==> config.mk <==
export PLATFORM = sky130hd
export DESIGN_NAME = ccs_clock_ctrl
export DESIGN_NICKNAME = d
export VERILOG_FILES = /design/src/rtl/ccs_pkg.sv /design/src/rtl/ccs_clock_ctrl.sv
export VERILOG_INCLUDE_DIRS = /design/src /design/src/rtl
export SDC_FILE = /design/constraint.sdc
export NUM_CORES = 1
export LEC_CHECK = 0
export BUFFER_PORTS_ARGS = -buffer_cell sky130_fd_sc_hd__buf_2
export CORE_MARGIN = 3
export CORE_UTILIZATION = 57
export DETAILED_ROUTE_END_ITERATION = 7
export PLACE_DENSITY = 0.8
export SLEW_MARGIN = 20
export SYNTH_ARGS = -nofsm -noshare
export SYNTH_HDL_FRONTEND = slang
export SYNTH_SLANG_ARGS = --single-unit
==> constraint.sdc <==
create_clock -name core_clk -period 3.8 [get_ports core_clk]
set_input_delay 0.19 -clock core_clk [delete_from_list [all_inputs] [get_ports core_clk]]
set_output_delay 0.19 -clock core_clk [all_outputs]
set_load 0.02 [all_outputs]
==> src/rtl/ccs_consts.svh <==
// constants for the compact clock source and divider controller
//
// Overview of operation
// sub clock source field bits 5-4: hf, lf, ext, code 11 means lf.
// main clock source field bits 1-0, same coding, 11 falls back to lf.
// aux divider bits 10-8: powers of two 1..32, codes 110/111 give 32.
// sub divider bits 6-4: powers of two 1..32, reserved codes give 32.
// main divider bits 2-0: same power-of-two coding, reserved codes give 32.
// crystal runs when disable bit 0 clear; when set, stops unless sourcing a clock.
// crystal fault flag bit 1 set whenever the crystal fault is present.
// hf oscillator fault flag bit 0 set whenever that fault is present.
// oscillator fault interrupt flag follows either fault flag.
// software clears crystal fault flag; stays set while fault persists.
// software clears hf fault flag; stays set while fault persists.
// sub request enable bit 2: low-power off unless enabled and requested.
// main request enable bit 1: low-power off unless enabled and requested.
// aux request enable bit 0: low-power off unless enabled and requested.
// reserved bits read zero and ignore writes.
// aux clock source field bits 9-8: hf, lf, ext.
// key A5h unlocks writes; wrong word key or locked write issues power-up clear.
// peripheral request overrides clock-off without changing the stored off bit.
// no hf transition for five lf cycles moves hf-sourced trees to lf.
// source and divider changes cause no runt pulse on output clocks; here only divider changes wait for output low, the source mux switches at once.
`ifndef CCS_CONSTS_SVH
`define CCS_CONSTS_SVH

`define CCS_OFS_KEY      12'h000
`define CCS_OFS_SRC      12'h008
`define CCS_OFS_DIV      12'h00C
`define CCS_OFS_XOFF     12'h010
`define CCS_OFS_FAULT    12'h014
`define CCS_OFS_REQ      12'h018
`define CCS_KEY_VALUE    8'hA5
`define CCS_KEY_READ     8'h96
`define CCS_SRC_RESET    16'h0100
`define CCS_DIV_RESET    16'h0333
`define CCS_XOFF_RESET   16'h0001
`define CCS_FAULT_RESET  16'h0003
`define CCS_REQ_RESET    16'h0007
`define CCS_SRC_MASK     16'h0333
`define CCS_DIV_MASK     16'h0777
`define CCS_XOFF_MASK    16'h0001
`define CCS_FAULT_MASK   16'h0003
`define CCS_REQ_MASK     16'h0007
`define CCS_HF_TIMEOUT   3'h5

`endif

==> src/rtl/ccs_pkg.sv <==
// types for the compact clock source and divider controller
package ccs_pkg;
  typedef struct packed {
    logic aux;
    logic main;
    logic sub;
  } ccs_trio_s;
endpackage

==> src/rtl/ccs_clock_ctrl.sv <==
// compact clock source selection, division, gating and fault control
`timescale 1ns/1ns
`default_nettype none
`include "ccs_consts.svh"
module ccs_clock_ctrl (
  // clock and reset
  input  wire logic             core_clk,
  input  wire logic             nrst,
  // apb slave
  input  wire logic             psel,
  input  wire logic             penable,
  input  wire logic             pwrite,
  input  wire logic [11:0]      paddr,
  input  wire logic [31:0]      pwdata,
  input  wire logic [3:0]       pstrb,
  output logic                  pready,
  output logic [31:0]           prdata,
  output logic                  pslverr,
  // oscillator clock levels and fault conditions from outside
  input  wire logic             high_freq_clock,
  input  wire logic             low_freq_clock,
  input  wire logic             external_clock_input,
  input  wire logic             crystal_fault,
  input  wire logic             high_freq_oscillator_fault,
  // low-power clock-off controls and peripheral requests
  input  wire ccs_pkg::ccs_trio_s clock_off,
  input  wire ccs_pkg::ccs_trio_s clock_request,
  // generated clocks and status
  output ccs_pkg::ccs_trio_s    clock_out,
  output logic                  crystal_enable,
  output logic                  osc_fault_irq_flag,
  output logic                  power_up_clear
);

  // input synchronisers, two flops each
  logic [10:0] sync1;
  logic [10:0] sync2;
  always_ff @(posedge core_clk or negedge nrst) begin
    if (!nrst) begin
      sync1 <= 11'h000;
      sync2 <= 11'h000;
    end else begin
      sync1 <= {high_freq_clock, low_freq_clock, external_clock_input, crystal_fault,
                high_freq_oscillator_fault, clock_off, clock_request};
      sync2 <= sync1;
    end
  end
  wire       hf_s    = sync2[10];
  wire       lf_s    = sync2[9];
  wire       ext_s   = sync2[8];
  wire       xflt_s  = sync2[7];
  wire       hflt_s  = sync2[6];
  wire [2:0] off_s   = sync2[5:3];
  wire [2:0] req_s   = sync2[2:0];

  // registers
  logic        unlocked;
  logic [15:0] src_sel;
  logic [15:0] div_sel;
  logic [15:0] xoff;
  logic [15:0] fault;
  logic [15:0] req_en;

  // apb decode
  wire        acc     = psel && penable;
  // a write lands once, at the edge that samples pready high
  wire        wr      = acc && pwrite && pready;
  wire        hit_key = paddr == `CCS_OFS_KEY;
  wire        hit_src = paddr == `CCS_OFS_SRC;
  wire        hit_div = paddr == `CCS_OFS_DIV;
  wire        hit_xo  = paddr == `CCS_OFS_XOFF;
  wire        hit_flt = paddr == `CCS_OFS_FAULT;
  wire        hit_req = paddr == `CCS_OFS_REQ;
  wire        mapped  = hit_key | hit_src | hit_div | hit_xo | hit_flt | hit_req;
  wire        key_hi  = pstrb[1];
  wire        key_ok  = pwdata[15:8] == `CCS_KEY_VALUE;
  wire        word_wr = pstrb[1] && pstrb[0];
  wire        cfg_hit = hit_src | hit_div | hit_xo | hit_flt | hit_req;
  wire        can_wr  = wr && unlocked;
  // wrong key as a word, or locked write elsewhere, resets the system
  wire        puc_evt = wr && ((hit_key && word_wr && !key_ok) ||
                               (cfg_hit && !unlocked));
  wire [15:0] be_mask = {{8{pstrb[1]}}, {8{pstrb[0]}}};
  wire [15:0] next_src = (src_sel & ~be_mask) | (pwdata[15:0] & be_mask & `CCS_SRC_MASK);
  wire [15:0] next_div = (div_sel & ~be_mask) | (pwdata[15:0] & be_mask & `CCS_DIV_MASK);
  wire [15:0] next_xo  = (xoff & ~be_mask) | (pwdata[15:0] & be_mask & `CCS_XOFF_MASK);
  wire [15:0] next_req = (req_en & ~be_mask) | (pwdata[15:0] & be_mask & `CCS_REQ_MASK);
  // write one to keep, zero clears; the live fault sets and wins
  wire [15:0] flt_clr  = be_mask & ~pwdata[15:0] & {16{can_wr && hit_flt}};
  wire [15:0] next_flt = ((fault & ~flt_clr) | {14'h0000, xflt_s, hflt_s})
                         & `CCS_FAULT_MASK;
  wire [15:0] rd_key  = {`CCS_KEY_READ, 8'h00};
  wire [15:0] rd_val  = hit_key ? rd_key : hit_src ? src_sel : hit_div ? div_sel :
                        hit_xo ? xoff : hit_flt ? fault : hit_req ? req_en : 16'h0000;

  always_ff @(posedge core_clk or negedge nrst) begin
    if (!nrst) begin
      unlocked <= 1'b0;
      src_sel  <= `CCS_SRC_RESET;
      div_sel  <= `CCS_DIV_RESET;
      xoff     <= `CCS_XOFF_RESET;
      fault    <= `CCS_FAULT_RESET;
      req_en   <= `CCS_REQ_RESET;
    end else if (puc_evt) begin
      unlocked <= 1'b0;
      src_sel  <= `CCS_SRC_RESET;
      div_sel  <= `CCS_DIV_RESET;
      xoff     <= `CCS_XOFF_RESET;
      fault    <= `CCS_FAULT_RESET;
      req_en   <= `CCS_REQ_RESET;
    end else begin
      if (wr && hit_key && key_hi) begin
        unlocked <= key_ok;
      end
      if (can_wr && hit_src) begin
        src_sel <= next_src;
      end
      if (can_wr && hit_div) begin
        div_sel <= next_div;
      end
      if (can_wr && hit_xo) begin
        xoff <= next_xo;
      end
      if (can_wr && hit_req) begin
        req_en <= next_req;
      end
      fault <= next_flt;
    end
  end

  // apb answer registered: one wait state
  always_ff @(posedge core_clk or negedge nrst) begin
    if (!nrst) begin
      pready  <= 1'b0;
      prdata  <= 32'h0000_0000;
      pslverr <= 1'b0;
    end else begin
      pready  <= acc && !pready;
      prdata  <= (acc && !pready && !pwrite) ? {16'h0000, rd_val} : 32'h0000_0000;
      pslverr <= acc && !pready && !mapped;
    end
  end

  // hf watchdog: counts lf rising edges without an hf edge
  logic       hf_d;
  logic       lf_d;
  logic [2:0] hf_cnt;
  logic       hf_dead;
  wire        hf_edge = hf_s ^ hf_d;
  wire        lf_rise = lf_s && !lf_d;
  always_ff @(posedge core_clk or negedge nrst) begin
    if (!nrst) begin
      hf_d    <= 1'b0;
      lf_d    <= 1'b0;
      hf_cnt  <= 3'h0;
      hf_dead <= 1'b0;
    end else begin
      hf_d <= hf_s;
      lf_d <= lf_s;
      if (hf_edge) begin
        hf_cnt  <= 3'h0;
        hf_dead <= 1'b0;
      end else if (lf_rise && hf_cnt != `CCS_HF_TIMEOUT) begin
        hf_cnt <= hf_cnt + 3'h1;
      end else if (hf_cnt == `CCS_HF_TIMEOUT) begin
        hf_dead <= 1'b1;
      end
    end
  end

  // per-tree source, divider and gating; index 0 aux, 1 main, 2 sub
  wire [1:0] sel_f [3];
  wire [2:0] div_f [3];
  assign sel_f[0] = src_sel[9:8];
  assign sel_f[1] = src_sel[1:0];
  assign sel_f[2] = src_sel[5:4];
  assign div_f[0] = div_sel[10:8];
  assign div_f[1] = div_sel[2:0];
  assign div_f[2] = div_sel[6:4];
  wire [2:0] uses_ext;
  wire [2:0] clk_q;

  genvar g;
  generate
    for (g = 0; g < 3; g = g + 1) begin : g_tree
      // reserved code and dead hf both fall to lf
      wire       src_lvl = (sel_f[g] == 2'h0) ? (hf_dead ? lf_s : hf_s) :
                           (sel_f[g] == 2'h2) ? ext_s : lf_s;
      logic      src_d;
      logic [4:0] cnt;
      logic      q;
      logic [2:0] div_act;
      wire [2:0] div_lim = (div_f[g] > 3'h5) ? 3'h5 : div_f[g];
      wire [4:0] half    = 5'(({4'h0, 1'b1} << div_act) - 5'h1);
      wire       rise    = src_lvl && !src_d;
      wire       fall    = !src_lvl && src_d;
      // request enable plus a live request overrides the off control
      // struct bits run msb aux to lsb sub, tree index runs aux first
      wire       run     = !off_s[2 - g] || (req_en[g] && req_s[2 - g]);
      assign uses_ext[g] = sel_f[g] == 2'h2;
      assign clk_q[g]    = q;
      always_ff @(posedge core_clk or negedge nrst) begin
        if (!nrst) begin
          src_d   <= 1'b0;
          cnt     <= 5'h00;
          q       <= 1'b0;
          div_act <= 3'h3;
        end else begin
          src_d <= src_lvl;
          if (div_act == 3'h0) begin
            q <= src_lvl && run;
            if (!q && !src_lvl) begin
              div_act <= div_lim;
            end
          end else if (rise || fall) begin
            if (cnt == half) begin
              cnt <= 5'h00;
              q   <= !q && run;
              // ratio changes only take hold with the output low, after a full half
              if (q || !run) begin
                div_act <= div_lim;
              end
            end else begin
              cnt <= cnt + 5'h01;
            end
          end
        end
      end
    end
  endgenerate

  always_ff @(posedge core_clk or negedge nrst) begin
    if (!nrst) begin
      clock_out          <= '0;
      crystal_enable     <= 1'b0;
      osc_fault_irq_flag <= 1'b0;
      power_up_clear     <= 1'b0;
    end else begin
      clock_out          <= {clk_q[0], clk_q[1], clk_q[2]};
      crystal_enable     <= !xoff[0] || (|uses_ext);
      osc_fault_irq_flag <= |fault[1:0];
      power_up_clear     <= puc_evt;
    end
  end

endmodule
`default_nettype wire

==> impl_metrics.prom, run 1 <==
# TYPE chip_impl_metric gauge
chip_impl_metric{name="postSynthRegisterBits",unit=""} 149
chip_impl_metric{name="cap_violations",unit=""} 0
chip_impl_metric{name="area_growth",unit="%"} 15.6
chip_impl_metric{name="initialDrtViolationCount",unit=""} 478
chip_impl_info{name="tritoncts_clock_tree",value="built"} 1
chip_impl_info{name="min_path_type",value="in2reg"} 1
chip_impl_metric{name="number_of_cells_on_the_worst_hold_path",unit=""} 3
chip_impl_metric{name="initial_core_utilization",unit=""} 0.596
chip_impl_metric{name="gpl.final_weighted_congestion",unit=""} 0.908
chip_impl_info{name="post_synth_most_frequent_cells",value="dfrtp_1, nand2_1, nor2_1, a21oi_1, and3_1"} 1
chip_impl_info{name="netlist.top_cell.by_area",value="dfrtp_1"} 1
chip_impl_metric{name="antenna_cells_inserted",unit=""} 0
chip_impl_metric{name="std_cell_rows",unit=""} 39
chip_impl_metric{name="synth.top_cell.area_share",unit=""} 0.466
chip_impl_metric{name="io-pin-count",unit=""} 104
chip_impl_metric{name="fin_skew",unit="ns"} 0.00529
chip_impl_metric{name="die_y",unit="um"} 117
chip_impl_metric{name="hpwl_reported_at_the_end_of_detailed_placement",unit="um"} 10800
chip_impl_info{name="critical_path.endpoint_type",value="flip-flop"} 1
chip_impl_metric{name="slew-limit-headroom",unit=""} 0.247
chip_impl_metric{name="num_vias",unit=""} 5418
chip_impl_metric{name="grt_antenna_before_repair",unit=""} 0
chip_impl_metric{name="port-buffer-count",unit=""} 67
chip_impl_metric{name="drive_above_1_share",unit=""} 0.197
chip_impl_metric{name="synth.lib_cells_used.distinct",unit=""} 64
chip_impl_info{name="ys.flop_type",value="dfrtp_1"} 1
chip_impl_info{name="yosysMostFrequentCell",value="dfrtp_1"} 1
chip_impl_metric{name="r2r_cells",unit=""} 9
chip_impl_metric{name="wire_length_of_the_first_global_routing_pass",unit="um"} 27100
chip_impl_metric{name="ys.warnings.count",unit=""} 0
chip_impl_metric{name="fillCellCount",unit=""} 816
chip_impl_metric{name="post-route-drc-count",unit=""} 0
chip_impl_info{name="status",value="finished, final reports clean"} 1
chip_impl_metric{name="netlist_instances",unit=""} 665
chip_impl_info{name="clock_root_buffer",value="clkbuf_16"} 1
chip_impl_metric{name="dp_worst_setup_slack",unit="ns"} 0.639
chip_impl_metric{name="hold_violations",unit=""} 0
chip_impl_metric{name="ctsResizeCount",unit=""} 0
chip_impl_metric{name="wl_per_cell",unit="um"} 18.0
chip_impl_metric{name="aggregate_global_routing_overflow",unit=""} 0
chip_impl_metric{name="largest_vdd_supply_drop",unit="mV"} 0.241
chip_impl_metric{name="final_min_period_over_clock_period",unit=""} 0.859
chip_impl_info{name="synth_top_cells_by_area",value="dfrtp_1, dfstp_2, nand2_1, mux2i_1, a21oi_1"} 1
chip_impl_metric{name="maxClockFrequency",unit="GHz"} 0.306
chip_impl_metric{name="synth.avg_cell_area",unit="sq um"} 10.5
chip_impl_metric{name="grt_start_max_net_pins",unit=""} 104
chip_impl_metric{name="cts_max_level",unit=""} 4
chip_impl_metric{name="yosysSeqAreaShare",unit=""} 0.538
chip_impl_metric{name="cp_max_fo",unit=""} 8
chip_impl_metric{name="postCtsSetupBuffers",unit=""} 0
chip_impl_metric{name="routed_wirelength",unit="um"} 16200
chip_impl_metric{name="cts.sink_count",unit=""} 149
chip_impl_metric{name="mappedNetlistArea",unit="sq um"} 6980
chip_impl_metric{name="synth_enable_flop_cells",unit=""} 0
chip_impl_metric{name="transition_time_at_the_pin_with_the_least_slew_margin",unit="ns"} 1.13
chip_impl_metric{name="min_period",unit="ns"} 3.27
chip_impl_metric{name="gr-usage-all-layers",unit=""} 0.255
chip_impl_metric{name="timing.setup.tns",unit="ns"} 0
chip_impl_metric{name="antenna_violating_nets_post_route",unit=""} 0
chip_impl_metric{name="fin_util",unit=""} 0.689
chip_impl_info{name="setup.worst_path.class",value="reg2reg"} 1
chip_impl_metric{name="power.leakage",unit="nW"} 4.03
chip_impl_metric{name="die-width",unit="um"} 117
chip_impl_metric{name="clock_insertion_delay_worst_skew",unit="ns"} 0.42
chip_impl_metric{name="share_of_flip_flops_with_an_asynchronous_set_or_reset",unit=""} 1.00
chip_impl_metric{name="dieArea",unit="sq um"} 13600
chip_impl_metric{name="cts.clk_slew.worst_paths",unit="ns"} 0.06
chip_impl_metric{name="worst-endpoint-required",unit="ns"} 4.14
chip_impl_metric{name="cts_made_buffers",unit=""} 17
chip_impl_metric{name="power_per_cell_area",unit="nW/um^2"} 440
chip_impl_metric{name="crit_arrival",unit="ns"} 3.60
chip_impl_metric{name="slew_viol_final",unit=""} 0
chip_impl_metric{name="placeableCoreArea",unit="sq um"} 11700
chip_impl_metric{name="grt_pass1_vias",unit=""} 5450
chip_impl_info{name="rsz0062_at_grt",value="no"} 1
chip_impl_metric{name="final_nets",unit=""} 815
chip_impl_info{name="worstSetupStartpointType",value="flip-flop"} 1
chip_impl_metric{name="max-clock-path-buffers",unit=""} 2
chip_impl_metric{name="detailedRoute.firstPassIterationCount",unit=""} 6
chip_impl_metric{name="route.detailed.vias_per_inst",unit=""} 6.03
chip_impl_metric{name="post-route-worst-setup-slack",unit="ns"} 0.535
chip_impl_metric{name="setup_viol_count_final",unit=""} 0
==> worst max-delay path, stage by stage (launching register included) <==
cell and delay [ns]:
dfrtp_1 0.48, nor3_2 0.39, inv_1 0.18, ha_1 0.29
o211a_1 0.16, or4_4 0.53, a2111oi_4 0.62, o21ai_2 0.16
o31a_1 0.18, o21ai_1 0.19
==> sequential cells by signal, summed over array words and instances, names as in the netlist <==
signal,count
fault,2
lf_d,1
osc_fault_irq_flag,1
unlocked,1
clock_out,3
g_tree.src_d,3
crystal_enable,1
power_up_clear,1
pslverr,1
pready,1
hf_dead,1
div_sel,16
prdata,16
g_tree.div_act,9
sync1,11
src_sel,16
xoff,16
g_tree.cnt,15
hf_d,1
hf_cnt,3
sync2,11
g_tree.q,3
req_en,16
==> repair_timing <==
item / in CTS / in global routing
endpoints found under the hold margin: 103 / 0
hold buffers: 12 / 0
setup endpoints to repair: 0 / 0
==> cells in the final DEF, fill, tap and decap left out, drive strengths merged, types with 6 or more instances in the layout <==
cell / n
a21o: 15
a21oi: 37
a22o: 6
a22oi: 15
and2: 18
and3: 28
buf: 72
clkbuf: 21
conb: 16
dfrtp: 130
dfstp: 19
dlygate4sd3: 12
ha: 8
inv: 22
mux2i: 23
nand2: 72
nand3: 18
nand3b: 6
nand4: 6
nor2: 48
nor2b: 7
nor3: 11
nor3b: 6
nor4: 7
o21ai: 25
o31ai: 11
or2: 8
xnor2: 14
xor2: 6
==> power by group <==
| group | internal, mW | switching (mW) | total [mW] |
|---|---|---|---|
| Clock | 0.952 | 0.646 | 1.60 |
| Sequential | 1.63 | 0.0481 | 1.68 |
| Combinational | 0.112 | 0.162 | 0.273 |
| Total | 2.69 | 0.856 | 3.55 |
==> cell type report <==
class	instances	area [sq um]	share of cell area
Timing Repair Buffer	84	499	0.0619
Clock buffer	21	470	0.0583
Multi-Input combinational cell	471	2990	0.371
Inverter	20	75.1	0.00931
Sequential cell	149	3750	0.465
Clock inverter	11	98.8	0.0123
Tap cell	143	179	0.0222
==> per-layer routing <==
layer  vias to the layer above  track usage  wire length [um]
li1                       2494            -                 -
met1                      2641        0.328              6640
met2                       236        0.424              8300
met3                        47       0.0580               896
met4                         0        0.100               379
met5                         -            0                 0
==> cells by family (layout without fill, tap and decap cells) <==
family	Yosys count	count (layout)	share of synthesized area
xor+xnor	20	20	0.0251
buf+inv	60	136	0.0412
other cells	1	16	0.000538
flops	149	149	0.538
compound gates	146	146	0.149
simple gates	256	256	0.195
fa+ha+maj	8	8	0.0143
mux	25	25	0.0362
==> path summary, 6_finish.rpt <==
kind / start / endpoint / slack [ns]
hold reg to reg: sync1[3]$_DFF_PN0_ / sync2[3]$_DFF_PN0_ / 0.35
setup reg to reg: g_tree[2].div_act[2]$_DFFE_PN0P_ / g_tree[2].div_act[1]$_DFFE_PN1P_ / 0.53
min in group asynchronous: nrst / g_tree[0].cnt[2]$_DFFE_PN0P_ / 0.45
max in group asynchronous: nrst / fault[1]$_DFF_PN1_ / 2.42
hold / removal: pwdata[6] / div_sel[6]$_DFFE_PN0P_ / 0.01
setup / recovery: g_tree[2].div_act[2]$_DFFE_PN0P_ / g_tree[2].div_act[1]$_DFFE_PN1P_ / 0.53
==> stage by stage <==
step	cell area [sq um]	power (mW)	instances	hold slack, ns
5_1_grt	8070	3.69	899	0.0248
4_1_cts	8070	3.57	899	0.00792
6_report	8070	3.55	899	0.0150
3_3_place_gp	7380	1.95	855	0.298
3_5_place_dp	7380	1.97	855	0.299
2_1_floorplan	7030	1.88	680	-0.106
Note: power is estimated with default switching activity, not from simulation.
==> run 2, diff against run 1 <==
--- a/config.mk
+++ b/config.mk
@@ -8,9 +8,8 @@
 export LEC_CHECK = 0
 export BUFFER_PORTS_ARGS = -buffer_cell sky130_fd_sc_hd__buf_2
 export CORE_MARGIN = 3
-export CORE_UTILIZATION = 57
+export CORE_UTILIZATION = 40
 export DETAILED_ROUTE_END_ITERATION = 7
-export PLACE_DENSITY = 0.8
 export SLEW_MARGIN = 20
 export SYNTH_ARGS = -nofsm -noshare
 export SYNTH_HDL_FRONTEND = slang
==> run 2 against run 1 <==
- sequential cell count did not move
- register-to-register slack better by 0.099 ns
- hold slack is essentially flat
- combinational power barely moved
- via count shrank 2.0%
- wire length increased by 2.4%
- largest cell class unchanged
- largest power group is now clock
- highest routed layer unchanged
==> impl_metrics.prom, run 2 (synthesized netlist as in run 1, its figures left out) <==
# TYPE chip_impl_metric gauge
chip_impl_metric{name="fin_skew",unit="ns"} 0.00836
chip_impl_info{name="worstSetupStartpointType",value="flip-flop"} 1
chip_impl_metric{name="drive_above_1_share",unit=""} 0.199
chip_impl_metric{name="max-clock-path-buffers",unit=""} 2
chip_impl_metric{name="final_nets",unit=""} 814
chip_impl_info{name="setup.worst_path.class",value="reg2reg"} 1
chip_impl_info{name="critical_path.top_delay_family",value="simple AND/OR/NAND/NOR gates"} 1
chip_impl_info{name="worstPathCellList",value="nor3_2, inv_1, ha_1, o211a_1, or4_4, a2111oi_4, mux2i_1, nor3_2, o32ai_1"} 1
chip_impl_info{name="tritoncts_clock_tree",value="built"} 1
chip_impl_metric{name="clock_insertion_delay_worst_skew",unit="ns"} 0.43
chip_impl_metric{name="critical_path.max_stage_delay",unit="ns"} 0.61
chip_impl_metric{name="worst-endpoint-required",unit="ns"} 4.13
chip_impl_metric{name="crit_arrival",unit="ns"} 3.49
chip_impl_metric{name="grt_start_max_net_pins",unit=""} 150
chip_impl_metric{name="detailedRoute.firstPassIterationCount",unit=""} 4
chip_impl_metric{name="final-instance-count-excl-fill",unit=""} 975
chip_impl_info{name="status",value="finished, final reports clean"} 1
chip_impl_metric{name="cts.sink_count",unit=""} 149
chip_impl_metric{name="std_cell_rows",unit=""} 47
chip_impl_info{name="layout_common_cells",value="dfrtp_1, nand2_1, buf_2, nor2_1, a21oi_1"} 1
chip_impl_metric{name="die-width",unit="um"} 138
chip_impl_metric{name="aggregate_global_routing_overflow",unit=""} 0
chip_impl_info{name="critical_path.endpoint_type",value="flip-flop"} 1
chip_impl_metric{name="port-buffer-count",unit=""} 67
chip_impl_info{name="min_path_type",value="in2reg"} 1
chip_impl_metric{name="initialDrtViolationCount",unit=""} 391
chip_impl_metric{name="timing.setup.tns",unit="ns"} 0
chip_impl_metric{name="min_period",unit="ns"} 3.17
chip_impl_metric{name="final_worst_hold_slack",unit="ns"} 0.0155
chip_impl_metric{name="cts_max_level",unit=""} 4
chip_impl_metric{name="post-route-drc-count",unit=""} 0
chip_impl_metric{name="die_y",unit="um"} 138
chip_impl_metric{name="cts.clk_slew.worst_paths",unit="ns"} 0.07
chip_impl_metric{name="dp_worst_setup_slack",unit="ns"} 0.643
chip_impl_info{name="layout_commonest_cell",value="dfrtp_1"} 1
chip_impl_metric{name="routed_wirelength",unit="um"} 16600
chip_impl_metric{name="power_per_cell_area",unit="nW/um^2"} 449
chip_impl_metric{name="wl_per_cell",unit="um"} 17.0
chip_impl_metric{name="power.leakage",unit="nW"} 4.05
chip_impl_metric{name="hpwl_reported_at_the_end_of_detailed_placement",unit="um"} 11400
chip_impl_metric{name="setup_viol_count_final",unit=""} 0
chip_impl_metric{name="cts_made_buffers",unit=""} 17
chip_impl_metric{name="route.detailed.vias_per_inst",unit=""} 5.45
chip_impl_info{name="clock_root_buffer",value="clkbuf_16"} 1
chip_impl_metric{name="grt_pass1_vias",unit=""} 5538
chip_impl_metric{name="largest_vdd_supply_drop",unit="mV"} 0.312
chip_impl_metric{name="final_min_period_over_clock_period",unit=""} 0.833
chip_impl_metric{name="cp_max_fo",unit=""} 8
chip_impl_info{name="crit_slowest_cell",value="a2111oi_4"} 1
chip_impl_metric{name="num_vias",unit=""} 5311
chip_impl_metric{name="fin_util",unit=""} 0.488
chip_impl_metric{name="slew-limit-headroom",unit=""} 0.297
chip_impl_metric{name="area_growth",unit="%"} 17.7
chip_impl_metric{name="initial_core_utilization",unit=""} 0.415
chip_impl_metric{name="grt_antenna_before_repair",unit=""} 0
chip_impl_metric{name="hold_violations",unit=""} 0
chip_impl_metric{name="dieArea",unit="sq um"} 19100
chip_impl_metric{name="transition_time_at_the_pin_with_the_least_slew_margin",unit="ns"} 1.05
chip_impl_metric{name="ctsResizeCount",unit=""} 0
chip_impl_metric{name="count_of_buffer_and_inverter_cells_on_the_critical_path",unit=""} 1
chip_impl_metric{name="placeableCoreArea",unit="sq um"} 16800
chip_impl_metric{name="antenna_cells_inserted",unit=""} 0
chip_impl_metric{name="antenna_violating_nets_post_route",unit=""} 0
chip_impl_metric{name="post-route-worst-setup-slack",unit="ns"} 0.634
chip_impl_metric{name="io-pin-count",unit=""} 104
chip_impl_metric{name="number_of_cells_after_detailed_placement",unit=""} 931
chip_impl_metric{name="cap_violations",unit=""} 0
chip_impl_metric{name="wire_length_of_the_first_global_routing_pass",unit="um"} 28000
chip_impl_info{name="rsz0062_at_grt",value="no"} 1
chip_impl_info{name="reg2reg_start",value="g_tree[2].div_act[2]$_DFFE_PN0P_"} 1
chip_impl_metric{name="slew_viol_final",unit=""} 0
chip_impl_metric{name="gr-usage-all-layers",unit=""} 0.179
chip_impl_info{name="startpoint",value="g_tree[2].div_act[2]$_DFFE_PN0P_"} 1
chip_impl_metric{name="maxClockFrequency",unit="GHz"} 0.316
chip_impl_metric{name="gpl.final_weighted_congestion",unit=""} 0.840
chip_impl_info{name="timing.hold.worst.start",value="pwdata[6]"} 1
chip_impl_info{name="critical_path.most_common_cell",value="nor3_2"} 1
[run 2: changes by cell type in the layout (fill, tap and decap cells not counted), moves of 2 or more]
| cell | change |
|---|---|
| buf_4 | -2 |
| bufinv_16 | +2 |
| clkbuf_8 | -2 |
| inv_6 | +2 |
[run 2: metrics by stage]
stage / total power, mW / cell area [sq um]
2_1_floorplan: 1.88 / 7030
3_3_place_gp: 1.96 / 7480
3_5_place_dp: 1.97 / 7480
4_1_cts: 3.73 / 8210
5_1_grt: 3.83 / 8210
6_report: 3.69 / 8210
[run 2: timing repair]
action                    CTS  global route
buffers inserted            0             0
hold buffers               12             0
hold endpoints to repair  141             0
[run 2: final timing paths]
check	end	slack, ns	cells past startpoint
setup / recovery	g_tree[2].q$_DFFE_PN0P_	0.63	9
hold / removal	div_sel[6]$_DFFE_PN0P_	0.02	3
setup reg to reg	g_tree[2].q$_DFFE_PN0P_	0.63	9
hold reg to reg	sync2[3]$_DFF_PN0_	0.35	0
max in group asynchronous	sync1[3]$_DFF_PN0_	2.78	3
min in group asynchronous	prdata[13]$_DFF_PN0_	0.40	3
[run 2: report_power, final]
group / switching, mW / total (mW) / internal [mW]
Clock: 0.679 / 1.73 / 1.06
Combinational: 0.161 / 0.275 / 0.113
Sequential: 0.0494 / 1.68 / 1.63
Total: 0.890 / 3.69 / 2.80
[run 2: worst min-delay path, delay by kind of cell]
| family | cells | cell delay, ns |
|---|---|---|
| and+or+nand+nor | 1 | 0.05 |
| AOI/OAI and AO/OA | 1 | 0.05 |
| buffers and inverters | 1 | 0.11 |
[run 2: final cells by class]
cell class              instances  area [sq um]
fillers                      1598          8600
multi-input cells             471          3000
clock buffers                  18           439
well taps                     220           275
clock inverters                14           173
repair buffers                 83           504
flip-flops and latches        149          3750
inverters                      20          75.1
[run 2: layer usage]
layer	vias to the layer above	global-route usage	wire length [um]
met4	0	0.0660	368
li1	2501	-	-
met5	-	0	0
met2	112	0.311	8390
met3	34	0.0363	620
met1	2664	0.222	7230
==> run 3, diff against run 2 <==
==> constraint.sdc (replaced) <==
create_clock -name core_clk -period 2.93 [get_ports core_clk]
set_input_delay 0.1465 -clock core_clk [delete_from_list [all_inputs] [get_ports core_clk]]
set_output_delay 0.1465 -clock core_clk [all_outputs]
set_load 0.02 [all_outputs]
==> run 3 against run 2 <==
- first-iteration DRC count up 17%
- cell count rose by 1.7%
- wire length is 1.1% lower
- sequential power up 30%
- clock power rose by 29%
- clock-buffer cell count fell by 1
- clock skew increased by 0.0011 ns
- largest cell class unchanged
- utilization rose by 0.93 points
- critical path depth grew 2
- non-clock buffer count grew 17
- maximum frequency rose by 15%
- sequential cell count did not move
==> impl_metrics.prom, run 3 (synthesized netlist as in run 1, its figures left out) <==
# TYPE chip_impl_metric gauge
chip_impl_info{name="crit_slowest_cell",value="dfrtp_1"} 1
chip_impl_metric{name="drive_above_1_share",unit=""} 0.210
chip_impl_metric{name="std_cell_rows",unit=""} 47
chip_impl_metric{name="die_y",unit="um"} 138
chip_impl_metric{name="timing.setup.tns",unit="ns"} 0
chip_impl_metric{name="worst-endpoint-required",unit="ns"} 3.24
chip_impl_metric{name="clock_insertion_delay_worst_skew",unit="ns"} 0.42
chip_impl_metric{name="power.leakage",unit="nW"} 4.14
chip_impl_info{name="reg2reg_start",value="g_tree[0].div_act[2]$_DFFE_PN0P_"} 1
chip_impl_metric{name="initial_core_utilization",unit=""} 0.415
chip_impl_info{name="rsz0062_at_grt",value="no"} 1
chip_impl_metric{name="transition_time_at_the_pin_with_the_least_slew_margin",unit="ns"} 1.03
chip_impl_metric{name="dp_worst_setup_slack",unit="ns"} 0.0477
chip_impl_metric{name="aggregate_global_routing_overflow",unit=""} 0
chip_impl_metric{name="post-route-worst-setup-slack",unit="ns"} 0.167
chip_impl_metric{name="wl_per_cell",unit="um"} 16.6
chip_impl_metric{name="hold_violations",unit=""} 0
chip_impl_metric{name="gr-usage-all-layers",unit=""} 0.175
chip_impl_metric{name="wire_length_of_the_first_global_routing_pass",unit="um"} 27500
chip_impl_metric{name="fillCellCount",unit=""} 1530
chip_impl_metric{name="antenna_cells_inserted",unit=""} 0
chip_impl_metric{name="min_period",unit="ns"} 2.76
chip_impl_metric{name="gpl.final_weighted_congestion",unit=""} 0.833
chip_impl_metric{name="layout.area.seq",unit="sq um"} 3750
chip_impl_metric{name="placeableCoreArea",unit="sq um"} 16800
chip_impl_metric{name="maxClockFrequency",unit="GHz"} 0.362
chip_impl_info{name="worst_setup_path_endpoint",value="g_tree[0].cnt[2]$_DFFE_PN0P_"} 1
chip_impl_info{name="status",value="finished, final reports clean"} 1
chip_impl_info{name="setup.worst_path.class",value="reg2reg"} 1
chip_impl_metric{name="routed_wirelength",unit="um"} 16400
chip_impl_metric{name="cts.sink_count",unit=""} 149
chip_impl_metric{name="number_of_cells_on_the_worst_hold_path",unit=""} 3
chip_impl_metric{name="grt_start_max_net_pins",unit=""} 150
chip_impl_metric{name="final_nets",unit=""} 831
chip_impl_metric{name="r2r_cells",unit=""} 11
chip_impl_metric{name="final_min_period_over_clock_period",unit=""} 0.943
chip_impl_metric{name="count_of_buffer_and_inverter_cells_on_the_critical_path",unit=""} 3
chip_impl_metric{name="cts_made_buffers",unit=""} 17
chip_impl_metric{name="post-route-drc-count",unit=""} 0
chip_impl_metric{name="multiInputGateArea",unit="sq um"} 3010
chip_impl_metric{name="hpwl_reported_at_the_end_of_detailed_placement",unit="um"} 11200
chip_impl_metric{name="power_per_cell_area",unit="nW/um^2"} 572
chip_impl_metric{name="critical_path.max_stage_delay",unit="ns"} 0.50
chip_impl_info{name="startpoint",value="g_tree[0].div_act[2]$_DFFE_PN0P_"} 1
chip_impl_metric{name="io-pin-count",unit=""} 104
chip_impl_metric{name="detailedRoute.firstPassIterationCount",unit=""} 5
chip_impl_metric{name="max-clock-path-buffers",unit=""} 2
chip_impl_metric{name="cts.clk_slew.worst_paths",unit="ns"} 0.06
chip_impl_metric{name="crit_arrival",unit="ns"} 3.07
chip_impl_metric{name="area_growth",unit="%"} 20.0
chip_impl_info{name="tritoncts_clock_tree",value="built"} 1
chip_impl_info{name="min_path_type",value="in2reg"} 1
chip_impl_metric{name="fin_skew",unit="ns"} 0.00947
chip_impl_info{name="critical_path.top_delay_family",value="simple AND/OR/NAND/NOR gates"} 1
chip_impl_metric{name="slew-limit-headroom",unit=""} 0.309
chip_impl_metric{name="cp_num_cells",unit=""} 11
chip_impl_metric{name="initialDrtViolationCount",unit=""} 456
chip_impl_info{name="critical_path.endpoint_type",value="flip-flop"} 1
chip_impl_metric{name="slew_viol_final",unit=""} 0
chip_impl_metric{name="dieArea",unit="sq um"} 19100
chip_impl_metric{name="cp_max_fo",unit=""} 7
chip_impl_metric{name="antenna_violating_nets_post_route",unit=""} 0
chip_impl_info{name="worstSetupStartpointType",value="flip-flop"} 1
chip_impl_metric{name="port-buffer-count",unit=""} 67
chip_impl_info{name="critical_path.most_common_cell",value="buf_4"} 1
chip_impl_metric{name="cap_violations",unit=""} 0
chip_impl_metric{name="reg2reg_slack",unit="ns"} 0.17
chip_impl_metric{name="grt_pass1_vias",unit=""} 5496
chip_impl_metric{name="num_vias",unit=""} 5363
chip_impl_info{name="layout_commonest_cell",value="dfrtp_1"} 1
chip_impl_info{name="worstPathCellList",value="nor3_4, inv_1, ha_1, nor4b_1, a211oi_1, xnor2_1, a2111oi_4, buf_4, buf_4, nor2_1, a22o_1"} 1
chip_impl_metric{name="route.detailed.vias_per_inst",unit=""} 5.41
chip_impl_metric{name="die-width",unit="um"} 138
chip_impl_metric{name="setup_viol_count_final",unit=""} 0
chip_impl_metric{name="largest_vdd_supply_drop",unit="mV"} 0.414
chip_impl_info{name="clock_root_buffer",value="clkbuf_16"} 1
chip_impl_info{name="layout_common_cells",value="dfrtp_1, nand2_1, buf_2, nor2_1, a21oi_1"} 1
chip_impl_metric{name="grt_antenna_before_repair",unit=""} 0
chip_impl_info{name="crit-reg2reg-capture",value="g_tree[0].cnt[2]$_DFFE_PN0P_"} 1
chip_impl_metric{name="cts_max_level",unit=""} 4
==> run 3: worst min-delay path by stage <==
stage / from / end / slack (ns)
2_1_floorplan: nrst / clock_out[0]$_DFF_PN0_ / -0.15
3_3_place_gp: clock_off[2] / sync1[5]$_DFF_PN0_ / 0.25
3_5_place_dp: clock_off[1] / sync1[4]$_DFF_PN0_ / 0.26
4_1_cts: pwdata[1] / req_en[1]$_DFFE_PN1P_ / 0.004
5_1_grt: pwdata[0] / div_sel[0]$_DFFE_PN1P_ / 0.02
6_report: pwdata[8] / div_sel[8]$_DFFE_PN1P_ / 0.02
==> run 3: where the power goes <==
part / switching [mW] / internal (mW) / leakage, nW / total [mW]
Clock: 0.946 / 1.29 / 0.298 / 2.24
Sequential: 0.0634 / 2.11 / 1.90 / 2.18
Combinational: 0.214 / 0.157 / 1.94 / 0.371
Total: 1.22 / 3.56 / 4.14 / 4.79
==> run 3: worst min-delay path, cell delays in order <==
cell and delay, ns:
buf_2 0.12, mux2i_1 0.07, nand2_1 0.06
==> run 3: area by class of cell <==
type,count,area share
multi-input cells,471,0.359
clock buffers,17,0.0508
repair buffers,100,0.0773
clock inverters,15,0.0223
flip-flops and latches,149,0.448
well taps,220,0.0329
inverters,20,0.00897
==> run 3: metal layers <==
layer  GRT usage  part of all wire  up-vias
met5           0                 0        -
met4      0.0463             0.012        0
met3      0.0428             0.049       16
met2       0.308              0.51      132
met1       0.216              0.43     2680
li1            -                 -     2535
==> run 3: timing repair <==
action	CTS	global route
setup buffers	0	4
setup endpoints to repair	0	11
hold endpoints to repair	150	0
hold buffers	18	0
resized for setup	0	3
==> run 3: per-stage QoR <==
step	std cells	instance area, sq um	hold slack (ns)	util	total power [mW]
after global routing	992	8370	0.0179	0.498	4.98
after detailed placement	938	7530	0.256	0.448	2.56
after floorplan	680	7030	-0.149	-	2.44
after CTS	988	8320	0.00403	0.495	4.84
after global placement	938	7530	0.254	0.448	2.54
final	992	8370	0.0201	0.498	4.79
